File: src/hdl/pcell_pkg.sv
// Package with register map, field layouts and types of the programmable pin cell
package pcell_pkg;

  // ****************************************************************
  // Register offsets (byte addresses)
  // ****************************************************************
  localparam logic [3:0] PCELL_OFS_CONFIG = 4'h0;
  localparam logic [3:0] PCELL_OFS_DELAY = 4'h4;
  localparam logic [3:0] PCELL_OFS_STATUS = 4'h8;

  // ****************************************************************
  // Reset values and widths
  // ****************************************************************
  localparam int PCELL_CFG_W = 10;
  localparam int PCELL_DLY_W = 10;
  localparam logic [PCELL_CFG_W-1:0] PCELL_CFG_RST = 10'h000;
  localparam logic [PCELL_DLY_W-1:0] PCELL_DLY_RST = 10'h000;
  localparam int PCELL_DLY_STAGES = 3;
  localparam logic [1:0] PCELL_DLY_OFF = 2'h0;

  // Pin direction modes
  typedef enum logic [1:0] {
    PCELL_DIR_IN = 2'h0,
    PCELL_DIR_OUT = 2'h1,
    PCELL_DIR_BIDIR = 2'h2,
    PCELL_DIR_BIDIR_ALT = 2'h3
  } pcell_dir_t;

  // Configuration word, bit 0 is dir[0]
  typedef struct packed {
    logic cfg_done;
    logic fast_pin;
    logic fast_bidir;
    logic inv_oe;
    logic inv_out;
    logic open_drain;
    logic pu_high;
    logic reg_out;
    pcell_dir_t dir;
  } pcell_cfg_t;

  // Delay selections, bit 0 is pin_core[0]
  typedef struct packed {
    logic [1:0] clk_en;
    logic [1:0] oreg_pin;
    logic [1:0] core_oreg;
    logic [1:0] pin_ireg;
    logic [1:0] pin_core;
  } pcell_dly_t;

  // Pin-side signals of one cell
  typedef struct packed {
    logic data;
    logic oe_n;
  } pcell_pin_t;

endpackage

File: src/hdl/pcell_top.sv
// Programmable pin cell with Avalon-MM configuration slave
//
// The Avalon-MM interface to the registers and the placing of the registers are this design's own decisions.
`timescale 1ns/100ps

module pcell_top
  import pcell_pkg::*;
(
  input wire logic i_clock,
  input wire logic i_resetn,
  input wire logic [3:0] i_address,
  input wire logic i_read,
  input wire logic i_write,
  input wire logic [3:0] i_byteenable,
  input wire logic [31:0] i_writedata,
  output logic [31:0] o_readdata,
  output logic o_waitrequest,
  input wire logic i_core_out,
  input wire logic i_core_oe,
  input wire logic i_core_ce,
  input wire logic i_core_aclr,
  input wire logic i_local_out,
  input wire logic i_local_oe,
  output logic o_core_in,
  output logic o_core_reg,
  output logic o_fast_dist,
  input wire logic i_pin,
  output logic o_pin_out,
  output logic o_pin_oe_n
);

  // ****************************************************************
  // Declarations
  // ****************************************************************
  pcell_cfg_t cfg;
  pcell_dly_t dly;
  pcell_pin_t next_pin;
  logic req;
  logic sel_cfg;
  logic sel_dly;
  logic sel_sts;
  logic [31:0] next_readdata;
  logic cell_rst_n;
  logic cell_raw;
  logic cell_q;
  logic in_core_d;
  logic in_reg_d;
  logic out_reg_d;
  logic ce_d;
  logic data_src;
  logic pin_data_d;
  logic route_out;
  logic route_oe;
  logic le_oe;
  logic le_in;
  logic oe_src;
  logic oe_eff;

  // ****************************************************************
  // Avalon-MM slave
  // ****************************************************************
  assign req = i_read | i_write;
  assign sel_cfg = (i_address[3:2] == PCELL_OFS_CONFIG[3:2]);
  assign sel_dly = (i_address[3:2] == PCELL_OFS_DELAY[3:2]);
  assign sel_sts = (i_address[3:2] == PCELL_OFS_STATUS[3:2]);

  // One wait cycle, then a single-cycle answer
  always_ff @(posedge i_clock or negedge i_resetn) begin
    if (!i_resetn) begin
      o_waitrequest <= 1'b1;
    end else if (req && o_waitrequest) begin
      o_waitrequest <= 1'b0;
    end else begin
      o_waitrequest <= 1'b1;
    end
  end

  // Read data mux, unmapped words read zero
  always_comb begin
    next_readdata = 32'h0000_0000;
    if (sel_cfg) begin
      next_readdata[PCELL_CFG_W-1:0] = cfg;
    end else if (sel_dly) begin
      next_readdata[PCELL_DLY_W-1:0] = dly;
    end else if (sel_sts) begin
      next_readdata[3:0] = {le_in, !o_pin_oe_n, cell_q, i_pin};
    end
  end

  // Read data captured in the wait cycle
  always_ff @(posedge i_clock or negedge i_resetn) begin
    if (!i_resetn) begin
      o_readdata <= 32'h0000_0000;
    end else if (i_read && o_waitrequest) begin
      o_readdata <= next_readdata;
    end
  end

  // Configuration register, byte lanes 0 and 1
  always_ff @(posedge i_clock or negedge i_resetn) begin
    if (!i_resetn) begin
      cfg <= PCELL_CFG_RST;
    end else if (i_write && !o_waitrequest && sel_cfg) begin
      if (i_byteenable[0]) begin
        cfg[7:0] <= i_writedata[7:0];
      end
      if (i_byteenable[1]) begin
        cfg[PCELL_CFG_W-1:8] <= i_writedata[PCELL_CFG_W-1:8];
      end
    end
  end

  // Delay selection register, byte lanes 0 and 1
  always_ff @(posedge i_clock or negedge i_resetn) begin
    if (!i_resetn) begin
      dly <= PCELL_DLY_RST;
    end else if (i_write && !o_waitrequest && sel_dly) begin
      if (i_byteenable[0]) begin
        dly[7:0] <= i_writedata[7:0];
      end
      if (i_byteenable[1]) begin
        dly[PCELL_DLY_W-1:8] <= i_writedata[PCELL_DLY_W-1:8];
      end
    end
  end

  // ****************************************************************
  // Delay chains
  // ****************************************************************
  assign route_out = (cfg.fast_pin ? i_local_out : i_core_out) ^ cfg.inv_out;
  assign route_oe = (cfg.fast_pin ? i_local_oe : i_core_oe) ^ cfg.inv_oe;

  // Five independent delay paths
  pcell_delay u_dly_pin_core (
    .i_clock(i_clock),
    .i_resetn(i_resetn),
    .i_sel(dly.pin_core),
    .i_data(i_pin),
    .o_data(in_core_d)
  );

  pcell_delay u_dly_pin_ireg (
    .i_clock(i_clock),
    .i_resetn(i_resetn),
    .i_sel(dly.pin_ireg),
    .i_data(i_pin),
    .o_data(in_reg_d)
  );

  pcell_delay u_dly_core_oreg (
    .i_clock(i_clock),
    .i_resetn(i_resetn),
    .i_sel(dly.core_oreg),
    .i_data(route_out),
    .o_data(out_reg_d)
  );

  pcell_delay u_dly_oreg_pin (
    .i_clock(i_clock),
    .i_resetn(i_resetn),
    .i_sel(dly.oreg_pin),
    .i_data(data_src),
    .o_data(pin_data_d)
  );

  pcell_delay u_dly_clk_en (
    .i_clock(i_clock),
    .i_resetn(i_resetn),
    .i_sel(dly.clk_en),
    .i_data(i_core_ce),
    .o_data(ce_d)
  );

  // ****************************************************************
  // Cell register
  // ****************************************************************
  // Stored relative to the start level so reset takes a constant
  assign cell_rst_n = i_resetn & ~i_core_aclr;
  assign cell_q = cell_raw ^ cfg.pu_high;

  // Captures pin data or core data by role
  always_ff @(posedge i_clock or negedge cell_rst_n) begin
    if (!cell_rst_n) begin
      cell_raw <= 1'b0;
    end else if (ce_d) begin
      if (cfg.reg_out || cfg.fast_bidir) begin
        cell_raw <= out_reg_d ^ cfg.pu_high;
      end else begin
        cell_raw <= in_reg_d ^ cfg.pu_high;
      end
    end
  end

  // Output data: registered or straight from routing
  assign data_src = (cfg.reg_out || cfg.fast_bidir) ? cell_q : out_reg_d;

  // ****************************************************************
  // Neighbouring logic element registers
  // ****************************************************************
  // Fast bidirectional OE and input capture outside the cell
  always_ff @(posedge i_clock or negedge i_resetn) begin
    if (!i_resetn) begin
      le_oe <= 1'b0;
      le_in <= 1'b0;
    end else if (ce_d) begin
      le_oe <= route_oe;
      le_in <= in_reg_d;
    end
  end

  // ****************************************************************
  // Output enable and pin drive
  // ****************************************************************
  assign oe_src = cfg.fast_bidir ? le_oe : route_oe;

  // Enable by direction mode, gated by configuration done
  always_comb begin
    case (cfg.dir)
      PCELL_DIR_IN: oe_eff = 1'b0;
      PCELL_DIR_OUT: oe_eff = 1'b1;
      default: oe_eff = oe_src;
    endcase
    if (!cfg.cfg_done) begin
      oe_eff = 1'b0;
    end
  end

  // Next pin drive; open drain only pulls low
  always_comb begin
    next_pin.data = pin_data_d;
    next_pin.oe_n = !oe_eff;
    if (cfg.open_drain) begin
      next_pin.data = 1'b0;
      next_pin.oe_n = !(oe_eff && !pin_data_d);
    end
  end

  // Registered pin outputs
  always_ff @(posedge i_clock or negedge i_resetn) begin
    if (!i_resetn) begin
      o_pin_out <= 1'b0;
      o_pin_oe_n <= 1'b1;
    end else begin
      o_pin_out <= next_pin.data;
      o_pin_oe_n <= next_pin.oe_n;
    end
  end

  // Input side sees the pin, driven or not, except o_core_reg when reg_out is set without fast_bidir and o_fast_dist when fast_pin is clear
  always_ff @(posedge i_clock or negedge i_resetn) begin
    if (!i_resetn) begin
      o_core_in <= 1'b0;
      o_core_reg <= 1'b0;
      o_fast_dist <= 1'b0;
    end else begin
      o_core_in <= in_core_d;
      o_core_reg <= cfg.fast_bidir ? le_in : cell_q;
      o_fast_dist <= cfg.fast_pin ? i_pin : 1'b0;
    end
  end

  // ****************************************************************
  // Checks
  // ****************************************************************
  a_od_never_high: assert property (
    @(posedge i_clock) disable iff (!i_resetn)
    $past(cfg.open_drain) && !o_pin_oe_n |-> !o_pin_out && !$past(pin_data_d)
  ) else $error("open drain drove a high level");

  a_unconfig_released: assert property (
    @(posedge i_clock) disable iff (!i_resetn)
    !$past(cfg.cfg_done) |-> o_pin_oe_n
  ) else $error("pin driven before configuration done");

  a_input_only_mode: assert property (
    @(posedge i_clock) disable iff (!i_resetn)
    $past(cfg.dir) == PCELL_DIR_IN |-> o_pin_oe_n
  ) else $error("input-only pin was driven");

  a_output_only_mode: assert property (
    @(posedge i_clock) disable iff (!i_resetn)
    $past(cfg.dir) == PCELL_DIR_OUT && $past(cfg.cfg_done) && !$past(cfg.open_drain)
      |-> !o_pin_oe_n
  ) else $error("output-only pin was not driven");

  a_clear_forces_low: assert property (
    @(posedge i_clock) disable iff (!i_resetn)
    i_core_aclr && !cfg.pu_high |-> !cell_q
  ) else $error("clear did not force cell register low");

  a_preset_forces_high: assert property (
    @(posedge i_clock) disable iff (!i_resetn)
    i_core_aclr && cfg.pu_high |-> cell_q
  ) else $error("preset did not force cell register high");

  a_input_capture: assert property (
    @(posedge i_clock) disable iff (!i_resetn)
    !cfg.reg_out && !cfg.fast_bidir && ce_d && !i_core_aclr ##1 !i_core_aclr && $stable(cfg)
      |-> cell_q == $past(in_reg_d)
  ) else $error("cell register missed pin capture");

  a_disabled_releases: assert property (
    @(posedge i_clock) disable iff (!i_resetn)
    $past(cfg.dir) == PCELL_DIR_BIDIR && !$past(oe_src) |-> o_pin_oe_n
  ) else $error("disabled bidirectional pin still driven");

  a_core_sees_pin: assert property (
    @(posedge i_clock) disable iff (!i_resetn)
    $past(i_resetn) && $past(dly.pin_core) == PCELL_DLY_OFF |-> o_core_in == $past(i_pin)
  ) else $error("pin level lost on input path");

  a_bus_answer: assert property (
    @(posedge i_clock) disable iff (!i_resetn)
    req && o_waitrequest |=> !o_waitrequest ##1 o_waitrequest
  ) else $error("bus answer not a single cycle after one wait");

endmodule

File: src/hdl/pcell_delay.sv
// Selectable four-setting delay chain of the programmable pin cell
`timescale 1ns/100ps
module pcell_delay
  import pcell_pkg::*;
#(
  parameter int STAGES = PCELL_DLY_STAGES
) (
  input wire logic i_clock,
  input wire logic i_resetn,
  input wire logic [1:0] i_sel,
  input wire logic i_data,
  output logic o_data
);

  logic [STAGES-1:0] stage;

  // ****************************************************************
  // Shift chain, one stage per delay level
  // ****************************************************************
  always_ff @(posedge i_clock or negedge i_resetn) begin
    if (!i_resetn) begin
      stage <= '0;
    end else begin
      stage <= {stage[STAGES-2:0], i_data};
    end
  end

  // Bypass or tap one of three levels
  always_comb begin
    case (i_sel)
      2'h0: o_data = i_data;
      2'h1: o_data = stage[0];
      2'h2: o_data = stage[1];
      default: o_data = stage[2];
    endcase
  end

  // ****************************************************************
  // Checks
  // ****************************************************************
  a_first_level: assert property (
    @(posedge i_clock) disable iff (!i_resetn)
    (i_sel == 2'h1)[*2] |-> (o_data == $past(i_data))
  ) else $error("first delay level is not one cycle");

  a_third_level: assert property (
    @(posedge i_clock) disable iff (!i_resetn)
    (i_sel == 2'h3)[*4] |-> (o_data == $past(i_data, 3))
  ) else $error("third delay level is not three cycles");

endmodule

File: config.mk
export PLATFORM = sky130hd
export DESIGN_NAME = pcell_top
export DESIGN_NICKNAME = d
export VERILOG_FILES = /design/src/hdl/pcell_pkg.sv /design/src/hdl/pcell_top.sv /design/src/hdl/pcell_delay.sv
export SDC_FILE = /design/constraint.sdc
export NUM_CORES = 1
export LEC_CHECK = 0
export BUFFER_PORTS_ARGS = -buffer_cell sky130_fd_sc_hd__buf_2
export CAP_MARGIN = 30
export CORE_MARGIN = 4
export CORE_UTILIZATION = 40
export CTS_BUF_LIST = sky130_fd_sc_hd__clkbuf_16
export CTS_CLUSTER_DIAMETER = 200
export DETAILED_ROUTE_END_ITERATION = 16
export PLACE_DENSITY_LB_ADDON = 0.3
export SLEW_MARGIN = 5
export SYNTH_ARGS = -nofsm -noshare
export SYNTH_HDL_FRONTEND = slang
export SYNTH_HIERARCHICAL = 1
export SYNTH_SLANG_ARGS = --single-unit
export TNS_END_PERCENT = 50
File: constraint.sdc
create_clock -name i_clock -period 2.65 [get_ports i_clock]
set_input_delay 0.3975 -clock i_clock [delete_from_list [all_inputs] [get_ports i_clock]]
set_output_delay 0.3975 -clock i_clock [all_outputs]
set_load 0.02 [all_outputs]
# Word-level counts from Yosys, hierarchy flattened
# Index checks and enable logic that the tools add are counted.
[classes]
n_lt_le_gt_ge = 0
eq_ne = 13
bitwise = 8
addsub = 0
reduce_logical = 23
div_mod_pow = 0
n_mul = 0
mux = 20
n_shift = 0
[ops]
columns = ["operator", "n"]
rows = [
  ["1-bit case mux with 3 select lines", 5],
  ["2-bit by 1-bit equality test with 1-bit output (second input constant)", 7],
  ["2-bit logical NOT", 7],
  ["2-bit equality test (second input constant)", 6],
  ["10-bit two-way mux", 1],
  ["1-bit two-way mux", 9],
  ["4-bit two-way mux", 2],
  ["2-bit AND reduction", 4],
  ["1-bit logical AND", 6],
  ["6-bit two-way mux", 1],
  ["1-bit logical NOT", 5],
  ["1-bit XOR", 5],
  ["2-bit two-way mux", 1],
  ["1-bit case mux with 2 select lines", 1],
  ["1-bit AND", 1],
  ["1-bit logical OR", 1],
  ["1-bit inverter", 1],
  ["1-bit OR", 1],
]
[word_totals]
latchBits = 0
ff_bits = 54
memories = 0
ram_bits = 0
elab_cells = 93
out_inout_bits = 38
rom_bits = 0
inputBits = 51

# Depth between registers and ports, before layout
# Gate-level depths: netlist of the first run.
[depth]
word_depth = 9
mapped_depth = 7
ltp_nobuf = 7

# Hierarchy
# Netlist of the first run, hierarchy kept.
[by_module_without_submodules]
columns = ["module", "seq_area_each_um2", "instances", "cells_each", "area_per_inst_um2"]
rows = [
  ["pcell_top", 978.4, 1, 160, 1931.9],
  ["pcell_delay", 75.1, 5, 4, 97.6],
]

# Worst setup path before layout of the first run
# OpenSTA, ideal clock, no wires.
[synth_path]
path_type = "flip-flop to flip-flop"
from = "reg cfg[8] (netlist name)"
to = "reg o_pin_oe_n"
period_less_slack_ns = 2.290
setup_time_ns = 0.092
path_slack_ns = 0.360
n_path_buf = 0
t_arrival_ns = 2.198
path_stages_with_launch = 8
path_cell_list = "dfrtp_1 > mux2i_1 > xnor2_1 > mux4_2 > o31a_1 > mux4_2 > a221oi_1 > o21ai_0"
[synth_lines]
columns = ["element", "line_no", "source"]
rows = [
  ["from (decl)", "pcell_top.sv:35", "pcell_cfg_t cfg;"],
  ["from (signal, indexed assignment)", "pcell_top.sv:108", "cfg[PCELL_CFG_W-1:8] <= i_writedata[PCELL_CFG_W-1:8];"],
  ["to (signal assigned)", "pcell_top.sv:245", "o_pin_oe_n <= next_pin.oe_n;"],
  ["to (decl)", "pcell_top.sv:29", "output logic o_pin_oe_n"],
]

==> results of run 1 <==
==> stage by stage <==
step / hold WS [ps] / utilization / setup slack (ps) / total power [mW]
2_1_floorplan: 101.9 / - / 360.4 / 1.707
3_3_place_gp: 281.6 / 0.4452 / 171.6 / 1.901
3_5_place_dp: 285.9 / 0.4452 / 136.6 / 1.915
4_1_cts: 226.0 / 0.4749 / 213.5 / 2.649
5_1_grt: 226.2 / 0.4749 / 112.9 / 2.762
6_report: 227.0 / 0.4749 / 214.8 / 2.617
==> final cells by class <==
| type | instances | area, sq um | share of cell area |
|---|---|---|---|
| clock buffers | 5 | 125.1 | 0.04476 |
| repair buffers | 45 | 240.2 | 0.08594 |
| clock inverters | 3 | 40.04 | 0.01432 |
| multi-input cells | 118 | 934.6 | 0.3344 |
| well taps | 75 | 93.84 | 0.03357 |
| inverters | 2 | 7.507 | 0.002686 |
| flip-flops and latches | 54 | 1354 | 0.4843 |
==> placed cells by master, fill, tap and decap left out <==
master	instances
nand3b_1	1
or2_2	1
nand2_1	13
o22a_1	2
nand3_1	1
or3b_1	1
nor2_1	1
buf_2	40
mux4_2	5
buf_4	4
a211o_1	1
o31a_1	1
nand3b_4	1
conb_1	22
dfrtp_1	52
inv_1	2
nor2b_1	4
xnor2_1	3
o21ai_0	16
nand2b_1	3
a221oi_1	1
bufinv_16	1
nor2_2	1
mux2i_1	13
dlygate4sd3_1	1
mux2_4	8
clkinv_2	2
nand4_1	1
and2_1	1
mux2_2	13
clkbuf_16	5
dfstp_2	2
a2bb2oi_1	2
or3_1	2
==> cells by family after synthesis <==
family,Yosys count,synth area share
XOR/XNOR,3,0.01086
AND/OR/NAND/NOR,31,0.07239
buffers and inverters,29,0.08687
multiplexers,39,0.2104
AO/OA/AOI/OAI,23,0.05843
other,1,0.001550
flip-flops,54,0.5595
==> metal layers <==
layer / track usage / up-vias / wire length [um]
met5: 0 / - / 0
met4: 0.03022 / 0 / 35
met3: 0.03842 / 6 / 260
met2: 0.1963 / 45 / 2093
met1: 0.1874 / 726 / 2179
li1: - / 675 / -
==> report_power, final <==
group / internal, mW / switching [mW]
sequential: 1.06 / 0.164
clock: 0.442 / 0.276
combinational: 0.338 / 0.342
==> what timing repair did <==
action	in CTS	in global routing
setup endpoints to repair	0	0
hold endpoints to repair	1	0
hold buffers	1	0
==> final timing paths <==
check,startpoint,end,slack [ps],depth (start not counted)
min,i_resetn,dly[0],230,1
max,cfg[8],o_pin_oe_n,210,7
min reg2reg,u_dly_pin_core/stage[1],u_dly_pin_core/stage[2],370,0
max reg2reg,cfg[8],o_pin_oe_n,210,7
max in group asynchronous,i_resetn,u_dly_core_oreg/stage[2],1730,2
min in group i_clock,i_core_ce,u_dly_clk_en/stage[0],230,1
==> results by stage, run 1 <==
Clock tree:
- The count of buffers added by post-CTS timing repair for setup is 0.
- The post-CTS resize count is 0.
- The clock input transition at the sequential cells of the worst setup and hold paths is 70 ps.
- The clock tree root buffer cell is clkbuf_16.
- The tree built by TritonCTS fans out to 54 sinks.
- The clock passes through at most 2 buffers.
- The clock network latency to the later pin of the worst-skew pair is between 200 and 300 ps.
- The CTS H-tree depth is 2.
- TritonCTS built the clock tree.
- The TritonCTS buffer count is 5.

Pwr:
- Dividing total power by cell area gives a power density of between 900 and 1000 nW/um^2.
- The cell leakage power is around 1.4 nW.
- Across the VDD grid, the largest voltage drop is 0.0004086 V.

Critical path:
- Walking the worst path, the cells encountered are mux2i_1, xnor2_1, mux4_2, o31a_1, mux4_2, a221oi_1, o21ai_0.
- The nature of the critical path endpoint is a register.
- The sum of buffers and inverters on the critical path is 0.
- By instance count, the cell type seen most on the critical path is mux4_2.
- The setup path with the least slack is of type reg2reg.
- The largest fanout of any net on the critical path is 2.
- The worst stage delay on the critical path is 500 ps.
- STA classifies the critical path startpoint as a register.
- The cell type group with the largest total delay on the critical path is multiplexers.
- The largest individual stage delay along the critical path comes from the cell mux4_2.
- Data on the critical path is required at its endpoint by 2850 ps.
- The data arrival at the endpoint of the critical path is between 2000 and 3000 ps.

Placement:
- In this run, placement finished with an instance count of roughly 300.
- The number of port buffers is 40.
- The placed cell area is around 2600 sq um.
- The HPWL after detailed placement is approximately 3.4 mm.
- The placer's final routability congestion estimate is between 0.7 and 0.8.

Floorplan:
- In this run the standard cell core region covers slightly below 6000 sq um.
- The width of the chip is between 80 and 90 um.
- For this configuration, the core starts out at a cell density of 0.4111.
- The I/O pin count is around 90.
- The vertical die dimension is around 86 um.
- The area of the die is between 7000 and 8000 sq um.
- Row generation in the floorplan step produced 28 rows.

Yosys:
- The share of synthesized registers carrying an async set or reset is 1.000.
- The post-synthesis sequential area ratio is 0.5595.
- The commonest cells after synthesis are dfrtp_1, buf_4, o21ai_0.
- By area the synthesized netlist is led by dfrtp_1, buf_4, mux2_2.
- For this run, the leading register cell type out of synthesis is dfrtp_1.
- Averaged over all synthesized cells, the footprint is approximately 13 sq um.
- The synthesized netlist contains 31 unique library cells.
- For this run, the number of Yosys warnings is 6.
- The dominant cell by count in the synthesized netlist is dfrtp_1.
- The combined area of all synthesized cells is ~2400 sq um.
- The count of state elements after synthesis is 54.
- In this run, synthesis inferred 0 flip-flops with an integrated enable.
- dfrtp_1 takes more of the synthesized area than any other cell.
- The share of synthesized area in the top cell type comes to 0.5377.
- After technology mapping, the gate count stands at 180.

STA:
- Headroom to the max-slew limit came out at 0.4182.
- The number of slew-limit violations in the final report is 0.
- In the finished design, the share of the clock period the worst path needs comes to 0.9189.
- For the pin with the worst max-slew slack, the measured transition is ~870 ps.
- The time the worst path needs with I/O delays and setup is approximately 2400 ps.
- The setup TNS is 0 ps.
- Across the routed clock network, the largest skew measured is about 3.4 ps.
- The final hold violation count came to 0.
- Setup repair after global routing left no endpoint under its margin.
- Setup violations remaining at the end of the flow were counted as 0.
- Based on the critical path, the design can be clocked at up to 0.4107 GHz.

Final layout:
- The area added between synthesis and finish is 15.51%.
- Of the cells placed in the final design, the portion with a size suffix greater than 1 is 0.3656.
- The largest registers in the layout are cfg x10, dly x10, o_readdata x10.
- After the flow finishes, the layout carries non-filler instances totaling between 300 and 400.
- The number of diodes is 0.
- The number of fill cells is between 500 and 600.
- After routing the design area is ~2800 sq um.
- The final-stage net count is 277.

Route:
- The violation count after the first detailed-routing iteration is 52.
- In the final routed layout, each cell accounts on average for 15.13 um.
- For this run, design rule violations remaining after detail routing come to 0.
- Once detail routing completed, the nets flagged for antenna violations numbered 0.
- The routed layout has between 1,000 and 1,500 vias.
- After detailed routing, the number of vias per cell comes to approximately 4.8.
- For this block, the routed nets add up to approximately 4.6 mm of wire.
- The pre-antenna-repair detailed-routing pass consisted of 4 iterations.

Hold path:
- In this run the worst hold path is classified as in2async.

GRT:
- The final global-route overflow total is 0.
- The number of antenna violations at the first check in global routing is 0.
- In the global route stage, overall resource usage came out at 0.1305.
- The number of global-route vias before repair is 1,423.
- The first global-routing pass estimated 7.417 mm of wire.
- The largest net degree at the start of global routing is between 40 and 50.

Flow run:
- The number of maximum-capacitance violations is 0.

Run status:
- The flow ran to the end, and the final reports show no timing, DRC or antenna violations.
No activity file was read; power rests on OpenSTA's default activity.
==> inputs of run 2 (changes only) <==
Settings changed: CAP_MARGIN 30 to not set.
Clock period 2.65 ns to 2.86 ns, I/O delays scaled along.
==> results by stage, run 2 (synthesis gave the netlist of run 1 again) <==
Clock tree:
- The maximum buffer depth of the clock tree is 2.
- Clock-pin slew was measured on the worst setup and hold paths at about 70 ps.
- After clock tree synthesis, the flow added hold-fix buffers numbering 0.
- The total number of clock tree sinks is between 50 and 60.
- The post-CTS resize count is 0.
- The clock reaches the later pin of the worst-skew pair after approximately 290 ps.
- The clock tree root buffer cell is clkbuf_16.
- The TritonCTS buffer count is 5.
- TritonCTS built the clock tree.
- The CTS H-tree depth is 2.
- After clock tree synthesis, the setup repair step added 0 buffers.

STA:
- The upper clock frequency limit is about 0.4 GHz.
- Adding up every negative setup slack in the final design gives 0 ps.
- The final hold violation count is 0.
- The setup violation total in the final timing report is 0.
- The pin slew with the least headroom to its limit is between 600 and 700 ps.
- The clock arrives with approximately 5.2 ps of skew.
- The number of slew-limit violations in the final report is 0.
- The time the worst path needs with I/O delays and setup is roughly 2500 ps.
- The share of the cycle needed by the critical path after routing is 0.8750.
- Setup repair after global routing left no endpoint under its margin.
- Measured against its own limit, the worst slew margin works out to 0.5633.

Critical path:
- The critical path is of the reg2reg type.
- The data required time at the worst endpoint is 3060 ps.
- The worst setup path is captured at a register.
- By instance count, the cell type seen most on the critical path is mux4_2.
- On the worst path, the slowest cell contributes a delay of roughly 500 ps.
- The startpoint type of the worst setup path is a register.
- The largest fanout of any net on the critical path is 2.
- The signal on the critical path passes through mux2i_1, xnor2_1, mux4_2, o31a_1, mux4_2, a221oi_1, o21ai_0.
- The slowest cell on the critical path is mux4_2.
- Data arrives at the worst endpoint at about 2700 ps.

Placement:
- The HPWL after detailed placement is 3.313 mm.
- The number of port buffers is 40.
- The placed instances occupy a cell area of approximately 2600 sq um.
- The placer's final routability congestion estimate is just over 0.7.

Run status:
- The run finished with clean final reports.

Final layout:
- The layout has approximately 550 filler cells.
- The largest registers in the layout are cfg x10, dly x10, o_readdata x10.
- At the end of the flow, the number of nets in the layout was ~270.
- The area added between synthesis and finish is 14.63%.
- Leaving out fill and tap cells, the most frequent cell in the layout is dfrtp_1.
- The number of diodes is 0.
- The top cell types in the final layout, fill and taps aside, are dfrtp_1, buf_2, conb_1.
- Of the cells placed in the final design, the portion with a size suffix greater than 1 is 0.3616.
- Summing all non-filler instances in the final layout gives an area of around 2800 sq um.

GRT:
- The final global-route overflow total is 0.
- The number of global-route vias before repair is around 1,400.
- The largest net degree at the start of global routing is 55.
- The number of antenna violations at the first check in global routing came to 0.
- The global-route wire length before repair is roughly 7.4 mm.
- The global routing usage summed across all routing layers is 0.1322.

Pwr:
- The worst-case IR drop observed on VDD is 0.0003974 V.
- The analysis attributes to cell leakage a power of 1.346 nW.
- For this design the ratio of total power to cell area is 879.0 nW/um^2.

Route:
- The mean number of vias per cell is between 4 and 5.
- The total vias in the final route is about 1,400.
- After detailed routing, the average wire length per cell comes to approximately 15 um.
- The count of nets left with antenna violations after detail routing is 0.
- Wires add up to roughly 4.5 mm.
- The post-detailed-route DRC marker count is 0.
- The detailed-router iteration count before antenna repair is 6.
- After the first detailed-routing iteration, the DRC count stood at 73.

Floorplan:
- In this run the horizontal extent of the chip is between 80 and 90 um.
- The area of the core is 5886 sq um.
- The I/O pin count is ~90.
- The floorplan has 28 rows.
- The initial standard-cell utilization of the core is 0.4111.
- The floorplan step defined a die boundary enclosing 7358 sq um.
- The die is between 80 and 90 um tall.

Hold path:
- The min-delay analysis places its worst path in the category in2async.

Flow run:
- The number of maximum-capacitance violations is 0.
==> run 2: cell types whose count changed in the layout (fill, tap and decap cells not counted), sizes merged <==
cell and delta:
buf -2, clkinv -1, dlygate4sd3 -1, inv +1
==> run 2: worst paths after layout <==
path                                    startpoint                 endpoint  slack, ps  cells after the start
setup / recovery                            cfg[8]               o_pin_oe_n        360                      7
hold / removal                         i_core_aclr                 cell_raw         10                      2
setup reg to reg                            cfg[8]               o_pin_oe_n        360                      7
hold reg to reg            u_dly_pin_ireg/stage[0]  u_dly_pin_ireg/stage[1]        370                      0
max in group asynchronous                 i_resetn                 cell_raw       2110                      3
min in group i_clock                     i_core_ce    u_dly_clk_en/stage[0]        260                      1
==> run 2: final cells by class <==
class / instances / area [sq um] / share of cell area
sequential: 54 / 1354 / 0.4880
clock buffer: 5 / 125.1 / 0.04511
tap: 75 / 93.84 / 0.03383
inverter: 2 / 7.507 / 0.002706
multi-input combinational: 118 / 934.6 / 0.3369
timing repair buffer: 42 / 215.2 / 0.07758
clock inverter: 3 / 43.79 / 0.01579
==> run 2: routing by layer <==
metal,vias to the layer above,global-route usage,share of wire
met5,-,0,0
met4,0,0.05468,0.016
met3,7,0.02978,0.066
met2,58,0.2041,0.46
met1,688,0.1809,0.46
li1,673,-,-
==> run 2: through the flow <==
| step | power [mW] | utilization | setup slack [ps] | std cells | hold slack [ps] |
|---|---|---|---|---|---|
| after floorplan | 1.581 | - | 570.4 | 201 | 133.4 |
| after global placement | 1.759 | 0.4426 | 347.4 | 291 | 312.5 |
| after detailed placement | 1.776 | 0.4426 | 274.2 | 291 | 314.6 |
| after CTS | 2.467 | 0.4713 | 365.2 | 299 | 6.124 |
| after global routing | 2.577 | 0.4713 | 201.1 | 299 | 39.25 |
| final | 2.438 | 0.4713 | 357.6 | 299 | 10.62 |
==> run 2: worst max-delay path: cells and delay by family, from the launching register on <==
kind / cells / cell delay, ps
flops: 1 / 380
mux: 3 / 1220
compound gates: 3 / 700
xor+xnor: 1 / 110
==> run 2: power breakdown <==
group          leakage, nW  internal, mW  total, mW  switching [mW]
clock network       0.0842         0.415      0.683           0.268
registers            0.659         0.978       1.13           0.151
logic                0.603         0.310      0.626           0.316
total                 1.35          1.70       2.44           0.736
